## src/rtl/synth_defs.svh

```systemverilog
// offsets, field positions, reset values and timing counts of the synthesizer link
`ifndef SYNTH_DEFS_SVH
`define SYNTH_DEFS_SVH

// ==========================================
// serial word layout (bit 0 arrives last)
`define CTRL_BIT      0
`define REF_CNT_LSB   1
`define REF_CNT_MSB   14
`define MODSEL_BIT    15
`define SWAL_LSB      1
`define SWAL_MSB      7
`define MAIN_LSB      8
`define MAIN_MSB      18
`define SH_W          19
`define REF_BITS      5'h10
`define MAIN_BITS     5'h13
`define REF_ALIGN     3

// ==========================================
// programming limits
`define REF_MIN       14'h0008
`define MAIN_MIN      11'h010
`define SWAL_MAX      7'h3F

// ==========================================
// prescaler moduli (smaller modulus of each pair)
`define MOD_SMALL     7'h20
`define MOD_LARGE     7'h40

// ==========================================
// latch reset values
`define REF_RST       14'h0008
`define MODSEL_RST    1'h1
`define SWAL_RST      7'h00
`define MAIN_RST      11'h010

// ==========================================
// host register byte offsets
`define REG_TX        8'h00
`define REG_CTRL      8'h04
`define REG_STATUS    8'h08

// ==========================================
// host timing
`define MCLK_NS       40
`define SCLK_HALF_NS  160
`define LE_HOLD_NS    320
`define SCLK_HALF_CYC ((`SCLK_HALF_NS + `MCLK_NS - 1) / `MCLK_NS)
`define LE_HOLD_CYC   ((`LE_HOLD_NS + `MCLK_NS - 1) / `MCLK_NS)

`endif

```

## src/rtl/synth_pkg.sv

```systemverilog
// types shared by both ends of the synthesizer link
`default_nettype none
`include "synth_defs.svh"

package synth_pkg;

    // ==========================================
    // device state
    typedef struct packed {
        logic [18:0] sh;
        logic [13:0] ref_n;
        logic        modsel;
        logic [6:0]  swal_n;
        logic [10:0] main_n;
        logic [13:0] r_left;
        logic [6:0]  pre_cnt;
        logic [6:0]  a_left;
        logic [10:0] n_left;
        logic        sclk_d;
        logic        ref_d;
        logic        pre_d;
        logic        fr;
        logic        fp;
        logic        up;
        logic        dn;
        logic        lock;
        logic        pump_o;
        logic        pump_oe;
        logic        ph_r;
        logic        ph_p_oe;
        logic        mon;
        logic        fl_o;
        logic        fl_oe;
    } dev_state_t;

    // ==========================================
    // host sequencer
    typedef enum logic [2:0] {H_IDLE, H_LOW, H_HIGH, H_LOAD} host_fsm_t;

    typedef struct packed {
        host_fsm_t   st;
        logic [7:0]  div;
        logic [4:0]  bits;
        logic [18:0] shw;
        logic [18:0] tx_word;
        logic        fc_lvl;
        logic        fc_open;
        logic        rej;
        logic        ack;
        logic [31:0] dat_o;
        logic        sclk;
        logic        sdata;
        logic        le_o;
        logic        le_oe;
    } host_state_t;

endpackage

`default_nettype wire

```

## src/rtl/synth_link_if.sv

```systemverilog
// three-wire programming link plus polarity and lock lines between host and device
`timescale 1ns/1ps
`default_nettype none

interface synth_link_if;
    logic sclk;
    logic sdata;
    logic le_o;
    logic le_oe;
    logic fc_o;
    logic fc_oe;
    logic load_strobe;
    logic phase_polarity_sel;
    logic lock_indicate;

    // internal pull-ups: an undriven strobe or polarity line reads high
    assign load_strobe        = le_oe ? le_o : 1'h1;
    assign phase_polarity_sel = fc_oe ? fc_o : 1'h1;

    modport host (
        output sclk,
        output sdata,
        output le_o,
        output le_oe,
        output fc_o,
        output fc_oe,
        input  lock_indicate
    );

    modport dev (
        input  sclk,
        input  sdata,
        input  load_strobe,
        input  phase_polarity_sel,
        output lock_indicate
    );
endinterface

`default_nettype wire

```

## src/rtl/synth_host.sv

```systemverilog
// host end: wishbone registers driving the three-wire programming link
`timescale 1ns/1ps
`default_nettype none
`include "synth_defs.svh"

module synth_host
    import synth_pkg::*;
(
    input  wire logic        MCLK,
    input  wire logic        RSTN,
    input  wire logic        WB_CYC_I,
    input  wire logic        WB_STB_I,
    input  wire logic        WB_WE_I,
    input  wire logic [7:0]  WB_ADR_I,
    input  wire logic [3:0]  WB_SEL_I,
    input  wire logic [31:0] WB_DAT_I,
    output logic      [31:0] WB_DAT_O,
    output logic             WB_ACK_O,
    synth_link_if.host       lnk
);
    localparam logic [7:0] HALF = 8'(`SCLK_HALF_CYC);
    localparam logic [7:0] HOLD = 8'(`LE_HOLD_CYC);

    host_state_t s_q;
    host_state_t s_d;
    logic        lock_s;
    logic [31:0] wr;
    logic        is_ref;
    logic        ok;

    // byte-lane merge of write data over an old register value
    function automatic logic [31:0] merge(input logic [31:0] old, input logic [31:0] nw,
                                          input logic [3:0] sel);
        logic [31:0] r;
        r = old;
        for (int i = 0; i < 4; i++) begin
            if (sel[i]) begin
                r[i*8 +: 8] = nw[i*8 +: 8];
            end
        end
        return r;
    endfunction

    sync2 #(.W(1)) u_lock (
        .clk  (MCLK),
        .rstn (RSTN),
        .d    (lnk.lock_indicate),
        .q    (lock_s)
    );

    // ==========================================
    // bus slave and link sequencer
    always_comb begin
        s_d    = s_q;
        wr     = 32'h0000_0000;
        is_ref = 1'h0;
        ok     = 1'h0;
        s_d.le_oe = 1'h1;

        // one-wait-state slave; a write lands only at the edge that samples ack
        s_d.ack = 1'h0;
        if (WB_CYC_I && WB_STB_I) begin
            s_d.ack = !s_q.ack;
            if (!s_q.ack) begin
                s_d.dat_o = 32'h0000_0000;
            end
            if (WB_WE_I && s_q.ack) begin
                case (WB_ADR_I)
                    `REG_TX: begin
                        wr     = merge({13'h0000, s_q.tx_word}, WB_DAT_I, WB_SEL_I);
                        is_ref = wr[`CTRL_BIT];
                        // refuse out-of-range settings before they reach the link
                        ok     = is_ref ? (wr[`REF_CNT_MSB:`REF_CNT_LSB] >= `REF_MIN)
                                        : (wr[`SWAL_MSB:`SWAL_LSB] <= `SWAL_MAX &&
                                           wr[`MAIN_MSB:`MAIN_LSB] >= `MAIN_MIN);
                        ok     = ok && (s_q.st == H_IDLE);
                        s_d.rej = !ok;
                        if (ok) begin
                            s_d.tx_word = wr[18:0];
                            // reference words are 16 bits; align to the top for msb first
                            s_d.shw   = is_ref ? (wr[18:0] << `REF_ALIGN) : wr[18:0];
                            s_d.bits  = is_ref ? `REF_BITS : `MAIN_BITS;
                            s_d.sdata = s_d.shw[18];
                            s_d.div   = 8'h00;
                            s_d.st    = H_LOW;
                        end
                    end
                    `REG_CTRL: begin
                        wr          = merge({30'h0000_0000, s_q.fc_open, s_q.fc_lvl},
                                            WB_DAT_I, WB_SEL_I);
                        s_d.fc_lvl  = wr[0];
                        s_d.fc_open = wr[1];
                    end
                    default: begin
                    end
                endcase
            end else if (!WB_WE_I && !s_q.ack) begin
                case (WB_ADR_I)
                    `REG_TX:     s_d.dat_o = {13'h0000, s_q.tx_word};
                    `REG_CTRL:   s_d.dat_o = {30'h0000_0000, s_q.fc_open, s_q.fc_lvl};
                    `REG_STATUS: s_d.dat_o = {29'h0000_0000, s_q.rej, lock_s,
                                              s_q.st != H_IDLE};
                    default:     s_d.dat_o = 32'h0000_0000;
                endcase
            end
        end

        // serial clock made by dividing MCLK; data changes only while it is low
        case (s_q.st)
            H_IDLE: begin
                s_d.sclk = 1'h0;
                s_d.le_o = 1'h0;
            end
            H_LOW: begin
                s_d.div = s_q.div + 8'h01;
                if (s_q.div >= HALF - 8'h01) begin
                    s_d.div  = 8'h00;
                    s_d.sclk = 1'h1;
                    s_d.st   = H_HIGH;
                end
            end
            H_HIGH: begin
                s_d.div = s_q.div + 8'h01;
                if (s_q.div >= HALF - 8'h01) begin
                    s_d.div  = 8'h00;
                    s_d.sclk = 1'h0;
                    if (s_q.bits <= 5'h01) begin
                        // strobe only after the select bit has gone in last
                        s_d.le_o = 1'h1;
                        s_d.st   = H_LOAD;
                    end else begin
                        s_d.bits  = s_q.bits - 5'h01;
                        s_d.shw   = {s_q.shw[17:0], 1'h0};
                        s_d.sdata = s_q.shw[17];
                        s_d.st    = H_LOW;
                    end
                end
            end
            H_LOAD: begin
                s_d.div = s_q.div + 8'h01;
                if (s_q.div >= HOLD - 8'h01) begin
                    s_d.div  = 8'h00;
                    s_d.le_o = 1'h0;
                    s_d.st   = H_IDLE;
                end
            end
            default: begin
                s_d.st = H_IDLE;
            end
        endcase
    end

    // ==========================================
    // state register
    always_ff @(posedge MCLK) begin
        if (!RSTN) begin
            s_q        <= '0;
            s_q.st     <= H_IDLE;
            s_q.fc_lvl <= 1'h1;
        end else begin
            s_q <= s_d;
        end
    end

    assign WB_DAT_O  = s_q.dat_o;
    assign WB_ACK_O  = s_q.ack;
    assign lnk.sclk  = s_q.sclk;
    assign lnk.sdata = s_q.sdata;
    assign lnk.le_o  = s_q.le_o;
    assign lnk.le_oe = s_q.le_oe;
    assign lnk.fc_o  = s_q.fc_lvl;
    assign lnk.fc_oe = !s_q.fc_open;
endmodule

`default_nettype wire

```

## src/rtl/sync2.sv

```systemverilog
// two-flop synchroniser for levels arriving from another clock domain
`timescale 1ns/1ps
`default_nettype none

module sync2 #(
    parameter int W = 1
) (
    input  wire logic         clk,
    input  wire logic         rstn,
    input  wire logic [W-1:0] d,
    output logic      [W-1:0] q
);
    typedef struct packed {
        logic [W-1:0] s1;
        logic [W-1:0] s2;
    } sync_t;

    sync_t s_q;
    sync_t s_d;

    // ==========================================
    // first stage feeds only the second
    always_comb begin
        s_d    = s_q;
        s_d.s1 = d;
        s_d.s2 = s_q.s1;
    end

    always_ff @(posedge clk) begin
        if (!rstn) begin
            s_q <= '0;
        end else begin
            s_q <= s_d;
        end
    end

    assign q = s_q.s2;
endmodule

`default_nettype wire

```

## src/flat_wrapper.sv

```systemverilog
// flat-port wrapper written by rule: the top's interface ports become plain ports
module synth_host_flat import synth_pkg::*;
  (MCLK, RSTN, WB_CYC_I, WB_STB_I, WB_WE_I, WB_ADR_I, WB_SEL_I, WB_DAT_I, WB_DAT_O, WB_ACK_O, lnk_sclk, lnk_sdata, lnk_le_o, lnk_le_oe, lnk_fc_o, lnk_fc_oe, lnk_lock_indicate);
  synth_link_if lnk_i ();
  input  wire logic MCLK;
  input  wire logic RSTN;
  input  wire logic WB_CYC_I;
  input  wire logic WB_STB_I;
  input  wire logic WB_WE_I;
  input  wire logic [7:0] WB_ADR_I;
  input  wire logic [3:0] WB_SEL_I;
  input  wire logic [31:0] WB_DAT_I;
  output logic      [31:0] WB_DAT_O;
  output logic WB_ACK_O;
  output wire logic [$bits(lnk_i.sclk)-1:0] lnk_sclk;
  output wire logic [$bits(lnk_i.sdata)-1:0] lnk_sdata;
  output wire logic [$bits(lnk_i.le_o)-1:0] lnk_le_o;
  output wire logic [$bits(lnk_i.le_oe)-1:0] lnk_le_oe;
  output wire logic [$bits(lnk_i.fc_o)-1:0] lnk_fc_o;
  output wire logic [$bits(lnk_i.fc_oe)-1:0] lnk_fc_oe;
  input wire logic [$bits(lnk_i.lock_indicate)-1:0] lnk_lock_indicate;
  assign lnk_sclk = lnk_i.sclk;
  assign lnk_sdata = lnk_i.sdata;
  assign lnk_le_o = lnk_i.le_o;
  assign lnk_le_oe = lnk_i.le_oe;
  assign lnk_fc_o = lnk_i.fc_o;
  assign lnk_fc_oe = lnk_i.fc_oe;
  assign lnk_i.lock_indicate = lnk_lock_indicate;
  synth_host u_core (.MCLK(MCLK), .RSTN(RSTN), .WB_CYC_I(WB_CYC_I), .WB_STB_I(WB_STB_I), .WB_WE_I(WB_WE_I), .WB_ADR_I(WB_ADR_I), .WB_SEL_I(WB_SEL_I), .WB_DAT_I(WB_DAT_I), .WB_DAT_O(WB_DAT_O), .WB_ACK_O(WB_ACK_O), .lnk(lnk_i));
endmodule
```

## config.mk

```make
export PLATFORM = sky130hd
export DESIGN_NAME = synth_host_flat
export DESIGN_NICKNAME = d
export VERILOG_FILES = /design/src/rtl/synth_pkg.sv /design/src/rtl/synth_link_if.sv /design/src/rtl/synth_host.sv /design/src/rtl/sync2.sv /design/src/flat_wrapper.sv
export VERILOG_INCLUDE_DIRS = /design/src /design/src/rtl
export SDC_FILE = /design/constraint.sdc
export NUM_CORES = 1
export LEC_CHECK = 0
export ABC_AREA = 1
export BUFFER_PORTS_ARGS = -buffer_cell sky130_fd_sc_hd__buf_2
export CORE_UTILIZATION = 55
export DETAILED_ROUTE_END_ITERATION = 16
export PLACE_DENSITY = 0.9
export SLEW_MARGIN = 5
export SYNTH_ARGS = -nofsm -noshare
export SYNTH_HDL_FRONTEND = slang
export SYNTH_SLANG_ARGS = --single-unit
```

## constraint.sdc

```tcl
create_clock -name MCLK -period 3.8 [get_ports MCLK]
set_input_delay 0.76 -clock MCLK [delete_from_list [all_inputs] [get_ports MCLK]]
set_output_delay 0.76 -clock MCLK [all_outputs]
set_load 0.01 [all_outputs]
```

# Word-level counts from Yosys, hierarchy flattened
# Cells that the tools add are included.
# word_totals
input_bits,50
wordCells,105
output_inout_bits,39
regBits,96
# op_classes
mux,47
n_eq_ne,9
addsub,2
n_lt_le_gt_ge,6
n_reduce_logical,25
# op_table
operator,n
54-bit 2-to-1 mux,2
32-bit 2-to-1 mux,3
90-bit 2-to-1 mux,1
8-bit 2-to-1 mux,8
57-bit 2-to-1 mux,1
19-bit case mux with 3 select lines,1
24-bit 2-to-1 mux,2
35-bit 2-to-1 mux,1
8-bit case mux with 3 select lines,1
11-bit 2-to-1 mux,2
19-bit 2-to-1 mux,1
4-bit AND reduction,4
4-bit nonzero test,4
3-bit 2-to-1 mux,5
"14-bit by 4-bit >= comparator with 1-bit output, second input constant",1
1-bit 2-to-1 mux,12
3-bit case mux with 4 select lines,1
"11-bit by 5-bit >= comparator with 1-bit output, second input constant",1
3-bit nonzero test,3
"8-bit by 1-bit adder with 8-bit output, second input constant",1
"8-bit by 3-bit == test with 1-bit output, second input constant",1
"8-bit by 4-bit == test with 1-bit output, second input constant",1
"8-bit by 2-bit >= comparator with 1-bit output, second input constant",1
"8-bit by 3-bit >= comparator with 1-bit output, second input constant",1
14 further kinds,30

# Depth between registers and ports, before layout
# depth
depth_word,15
ltp_mapped,15
depth_no_buf,14

# Cells and area by module
# From an unflattened synthesis, not the netlist that was laid out.
# unflattened
hier_cells,655
hier_area_um2,4558.1
# by_module_without_submodules
mod,cells_per_inst,area_each_um2,n_inst,seq_area_each_um2
synth_host,649,4503.1,1,1861.8
sync2,6,55.1,1,40.0

# Least setup slack after synthesis
# Ideal clock, no wire load.
# synth_timing
path_kind,input -> register
start,in WB_ADR_I[7]
end,reg u_core.s_q[56] in the netlist's numbering
t_required_ns,3.690
arrival_ns,1.902
setup_slack_ns,1.788
path_stages,10
setup_time_ns,0.110
path_cell_list,nor2_1 nand2_1 inv_1 nand4_1 nor2_1 nand2_1 nor2_2 nand2_1 nand2_1 nor2_1
# synth_between
elab_chain_cells,2
# synth_lines
item,line,rtl
"start, declared",flat_wrapper.sv:10,input wire logic [7:0] WB_ADR_I;
8-bit zero test,synth_host.sv:68,case (WB_ADR_I)
4-bit AND reduction (no source line),-,
"end, declared",synth_host.sv:24,host_state_t s_q;
# Every way passes these cells.
# A chain may end at the register's enable or synchronous reset.

# Worst setup path in the final report
# layout_timing
start,in WB_SEL_I[0]
end,reg u_core.s_q[50] in the netlist's numbering
# layout_between
elab_chain_cells,9
word_cells_on_any_way,10
classes_between,order compare: 2; mux: 5; reduce/logical: 3
# layout_lines
item,line,rtl
"start, declared",flat_wrapper.sv:11,input wire logic [3:0] WB_SEL_I;
8-bit 2-to-1 mux *,synth_host.sv:37,if (sel[i]) begin
8-bit 2-to-1 mux *,synth_host.sv:68,
8-bit 2-to-1 mux *,synth_host.sv:67,if (WB_WE_I && s_q.ack) begin
8-bit 2-to-1 mux *,synth_host.sv:62,if (WB_CYC_I && WB_STB_I) begin
branches (longest 2 deep; another with 14-bit by 4-bit >= comparator with 1-bit output),-,
1-bit 2-to-1 mux *,synth_host.sv:73,ok = is_ref ? (wr[`REF_CNT_MSB:`REF_CNT_LSB] >= `REF_MIN)
1-bit logical AND *,synth_host.sv:76,ok = ok && (s_q.st == H_IDLE);
4-bit AND reduction (no source line) *,-,
# Every way passes the cells marked *. The select of a mux whose other input is x is not followed.

==> run_results.csv <==
group,metric,value,unit
worst_setup_path,r2r_cells,10,
status,status,"finished clean",
worst_setup_path,path_max_fanout,31,
global_routing,grt_pass1_wl,17100,µm
placed_design,io_buffers,74,
detailed_routing,dr.pass1.iters,7,
detailed_routing,routed-wl-met2,4880,µm
min_path,hold_end,"u_core.WB_DAT_O[21]",
clocking,postCtsHoldBufs,0,
worst_setup_path,slowest_stage,"buf_4",
global_routing,grt_overflow_total,0,
floorplan,rows,34,
cells_and_area,fin_nets,799,
floorplan,num_io_pins,89,
floorplan,initial_utilization,56.6,%
placed_design,dp_hpwl,7060,µm
placed_design,gp_congestion,0.881,
worst_setup_path,reg2reg_slack,1.47,ns
detailed_routing,met1Wirelength,4570,µm
cells_and_area,syn2layout_area_growth,5.86,%
yosys,synth.area.top_cells,"dfxtp_1 (39%), nand2_1 (14%), inv_1 (6.5%)",
yosys,ys_types,38,
global_routing,grt_util_all_layers,21.6,%
worst_setup_path,cpPeakStageDelay,0.37,ns
yosys,synthFlopType,"dfxtp_1",
pwr,cellPowerDensity,340,nW/µm²
yosys,ys_seq_elements,95,
detailed_routing,routed.top_layer,"met4",
timing,slew_headroom,50.7,%
worst_setup_path,reg2reg_from,"u_core.s_q[40]",
cells_and_area,fillers,788,
worst_setup_path,required,4.11,ns
pwr,max-vdd-ir-drop,0.136,mV
clocking,post_cts_buffers,0,
clocking,cts_tree,"built",
yosys,synth_top_area_share,38.5,%
flow_run,max-cap-violations,0,
worst_setup_path,rr_endpoint,"u_core.s_q[50]",
worst_setup_path,worstPathCellList,"buf_2 -> o21ai_1 -> buf_4 -> nand2_2 -> nand2_4 -> nand3_4 -> buf_4 -> nand2_1 -> nand2_1 -> a21oi_1",
clocking,clockRootBuffer,"clkbuf_8",
clocking,cts_sinks,95,
timing,setup_tns,0,ns
timing,finClkSkew,0.0111,ns
min_path,min_from,"u_core.WB_DAT_O[21]",
detailed_routing,ant_nets,0,
detailed_routing,wl_met3,552,µm
clocking,clk_latency,0.38,ns
timing,max_slew.worst_pin.slew,0.732,ns
yosys,synth_most_common_cell,"nand2_1",
clocking,cts_max_path_buffers,2,
detailed_routing,wl_per_cell,11.8,µm
worst_setup_path,critPathKind,"primary input to register",
yosys,synth_edf_count,0,
detailed_routing,post-route-drc-count,0,
cells_and_area,final_core_util,59.9,%
worst_setup_path,start_kind,"primary input",
yosys,avgSynthCellArea,6.83,µm²
yosys,synthTopCellsByCount,"nand2_1 (190), dfxtp_1 (95), inv_1 (86)",
clocking,htree_levels,3,
yosys,synthCells,723,
global_routing,antenna_found_initial,0,
clocking,clkTransAtPathRegs,0.10,ns
timing,post-route-period-util,67.3,%
detailed_routing,via_per_inst,5.19,
detailed_routing,drt-total-wl,10100,µm
clocking,cts_inserted_buffers,9,
yosys,syn_nets,776,
global_routing,first_global_vias,3958,
yosys,syn_area,4940,µm²
floorplan,die_area,9360,µm²
timing,rsz0062_at_grt,"no",
cells_and_area,final_cells,859,
timing,fin_crit,2.56,ns
timing,fmax,391,MHz
timing,setup_viol,0,
detailed_routing,vias,4457,
cells_and_area,diodes,0,
timing,hold_viol,0,
min_path,min_path_type,"register to register",
yosys,seq_area_frac_synth,38.5,%
detailed_routing,drtIter0Drc,233,
floorplan,dieWidth,96.7,µm
floorplan,core_area,8720,µm²
timing,finalMaxSlewViolations,0,
yosys,ys_async_sr_fraction,0,%
yosys,ys_warn_count,0,
global_routing,grt_max_degree,39,
clocking,cts_resized,0,
worst_setup_path,crit_path_end_kind,"register",
min_path,holdPathStages,2,
placed_design,place_inst,843,
cells_and_area,drive_gt1_share,16.5,%
worst_setup_path,worstPathArrival,2.87,ns
yosys,synth_area_leader_cell,"dfxtp_1",
floorplan,die_h,96.7,µm
pwr,p_leak,0.00265,µW
[worst max-delay path by stage]
| stage | to | from |
|---|---|---|
| after floorplan | u_core.s_q[56] | WB_ADR_I[7] |
| after CTS | u_core.s_q[43] | WB_SEL_I[0] |
| after detailed placement | u_core.s_q[53] | WB_SEL_I[0] |
| final | u_core.s_q[50] | WB_SEL_I[0] |
| after global placement | u_core.s_q[46] | WB_SEL_I[0] |
| after global routing | u_core.s_q[51] | WB_SEL_I[0] |
[power by group]
group | internal, µW | switching (µW)
logic | 40.8 | 96.3
clock network | 252 | 388
registers | 998 | 1.62
total | 1290 | 486
[sequential cells by signal (all words and copies together) (netlist names)]
signal,flops
u_core.s_q,55
u_core.WB_DAT_O,32
u_core.WB_ACK_O,1
u_core.lnk.fc_o,1
u_core.lnk.le_o,1
u_core.lnk.le_oe,1
u_core.lnk.sclk,1
u_core.lnk.sdata,1
u_core.u_lock.q,1
u_core.u_lock.s_d,1
[metrics by stage]
stage          hold slack, ns  instance area [µm²]  setup slack, ns  power, µW
2_1_floorplan           0.390                 4940             1.79       1120
3_3_place_gp            0.410                 5040            0.923       1150
3_5_place_dp            0.415                 5040            0.876       1160
4_1_cts                 0.435                 5230             1.28       1780
5_1_grt                 0.450                 5230             1.12       1840
6_report                0.432                 5230             1.24       1780
[worst max-delay path: cells and delay by family]
family | cells | cell delay (ns)
AOI/OAI and AO/OA | 2 | 0.47
and+or+nand+nor | 5 | 0.79
buffers and inverters | 3 | 0.82
[layer usage]
metal  GRT usage (%)  vias up
met1            27.0     1999
met4            7.81        0
met5               0        -
met3            4.26       13
li1                -     2309
met2            37.0      136
[layout make-up]
type                            instances  area [µm²]  share of cell area (%)
Timing Repair Buffer                   80         415                    7.95
Clock buffer                            9         124                    2.37
Tap cell                              108         135                    2.59
Multi-Input combinational cell        469        2250                    43.0
Sequential cell                        95        1900                    36.4
Clock inverter                          7        60.1                    1.15
Inverter                               91         342                    6.54
[layout by cell type (no fill, tap or decap), types with 2 or more instances in the layout]
cell,instances
nand4_1,39
a21oi_1,44
nor2_2,4
nor2_1,79
nor3b_1,2
dfxtp_1,95
ha_1,3
nand2_2,3
o21ai_0,26
nor3b_2,8
buf_2,74
o21ai_1,4
nor4_1,2
nor3_1,7
buf_4,6
nand3_1,35
inv_6,4
inv_2,4
inv_1,86
clkbuf_8,9
xor2_1,3
nor2_4,2
and3_1,3
o211ai_1,3
o21ai_2,2
nand2_1,190
[logic make-up after synthesis]
kind of cell | after synthesis | synth area share, %
buffers and inverters | 159 | 16.0
adder cells (fa/ha/maj) | 3 | 0.761
XOR/XNOR | 3 | 0.532
other | 1 | 0.0760
flip-flops | 95 | 38.5
AND/OR/NAND/NOR | 380 | 35.3
AO/OA/AOI/OAI | 82 | 8.80
Power figures use the tool's default switching activity.
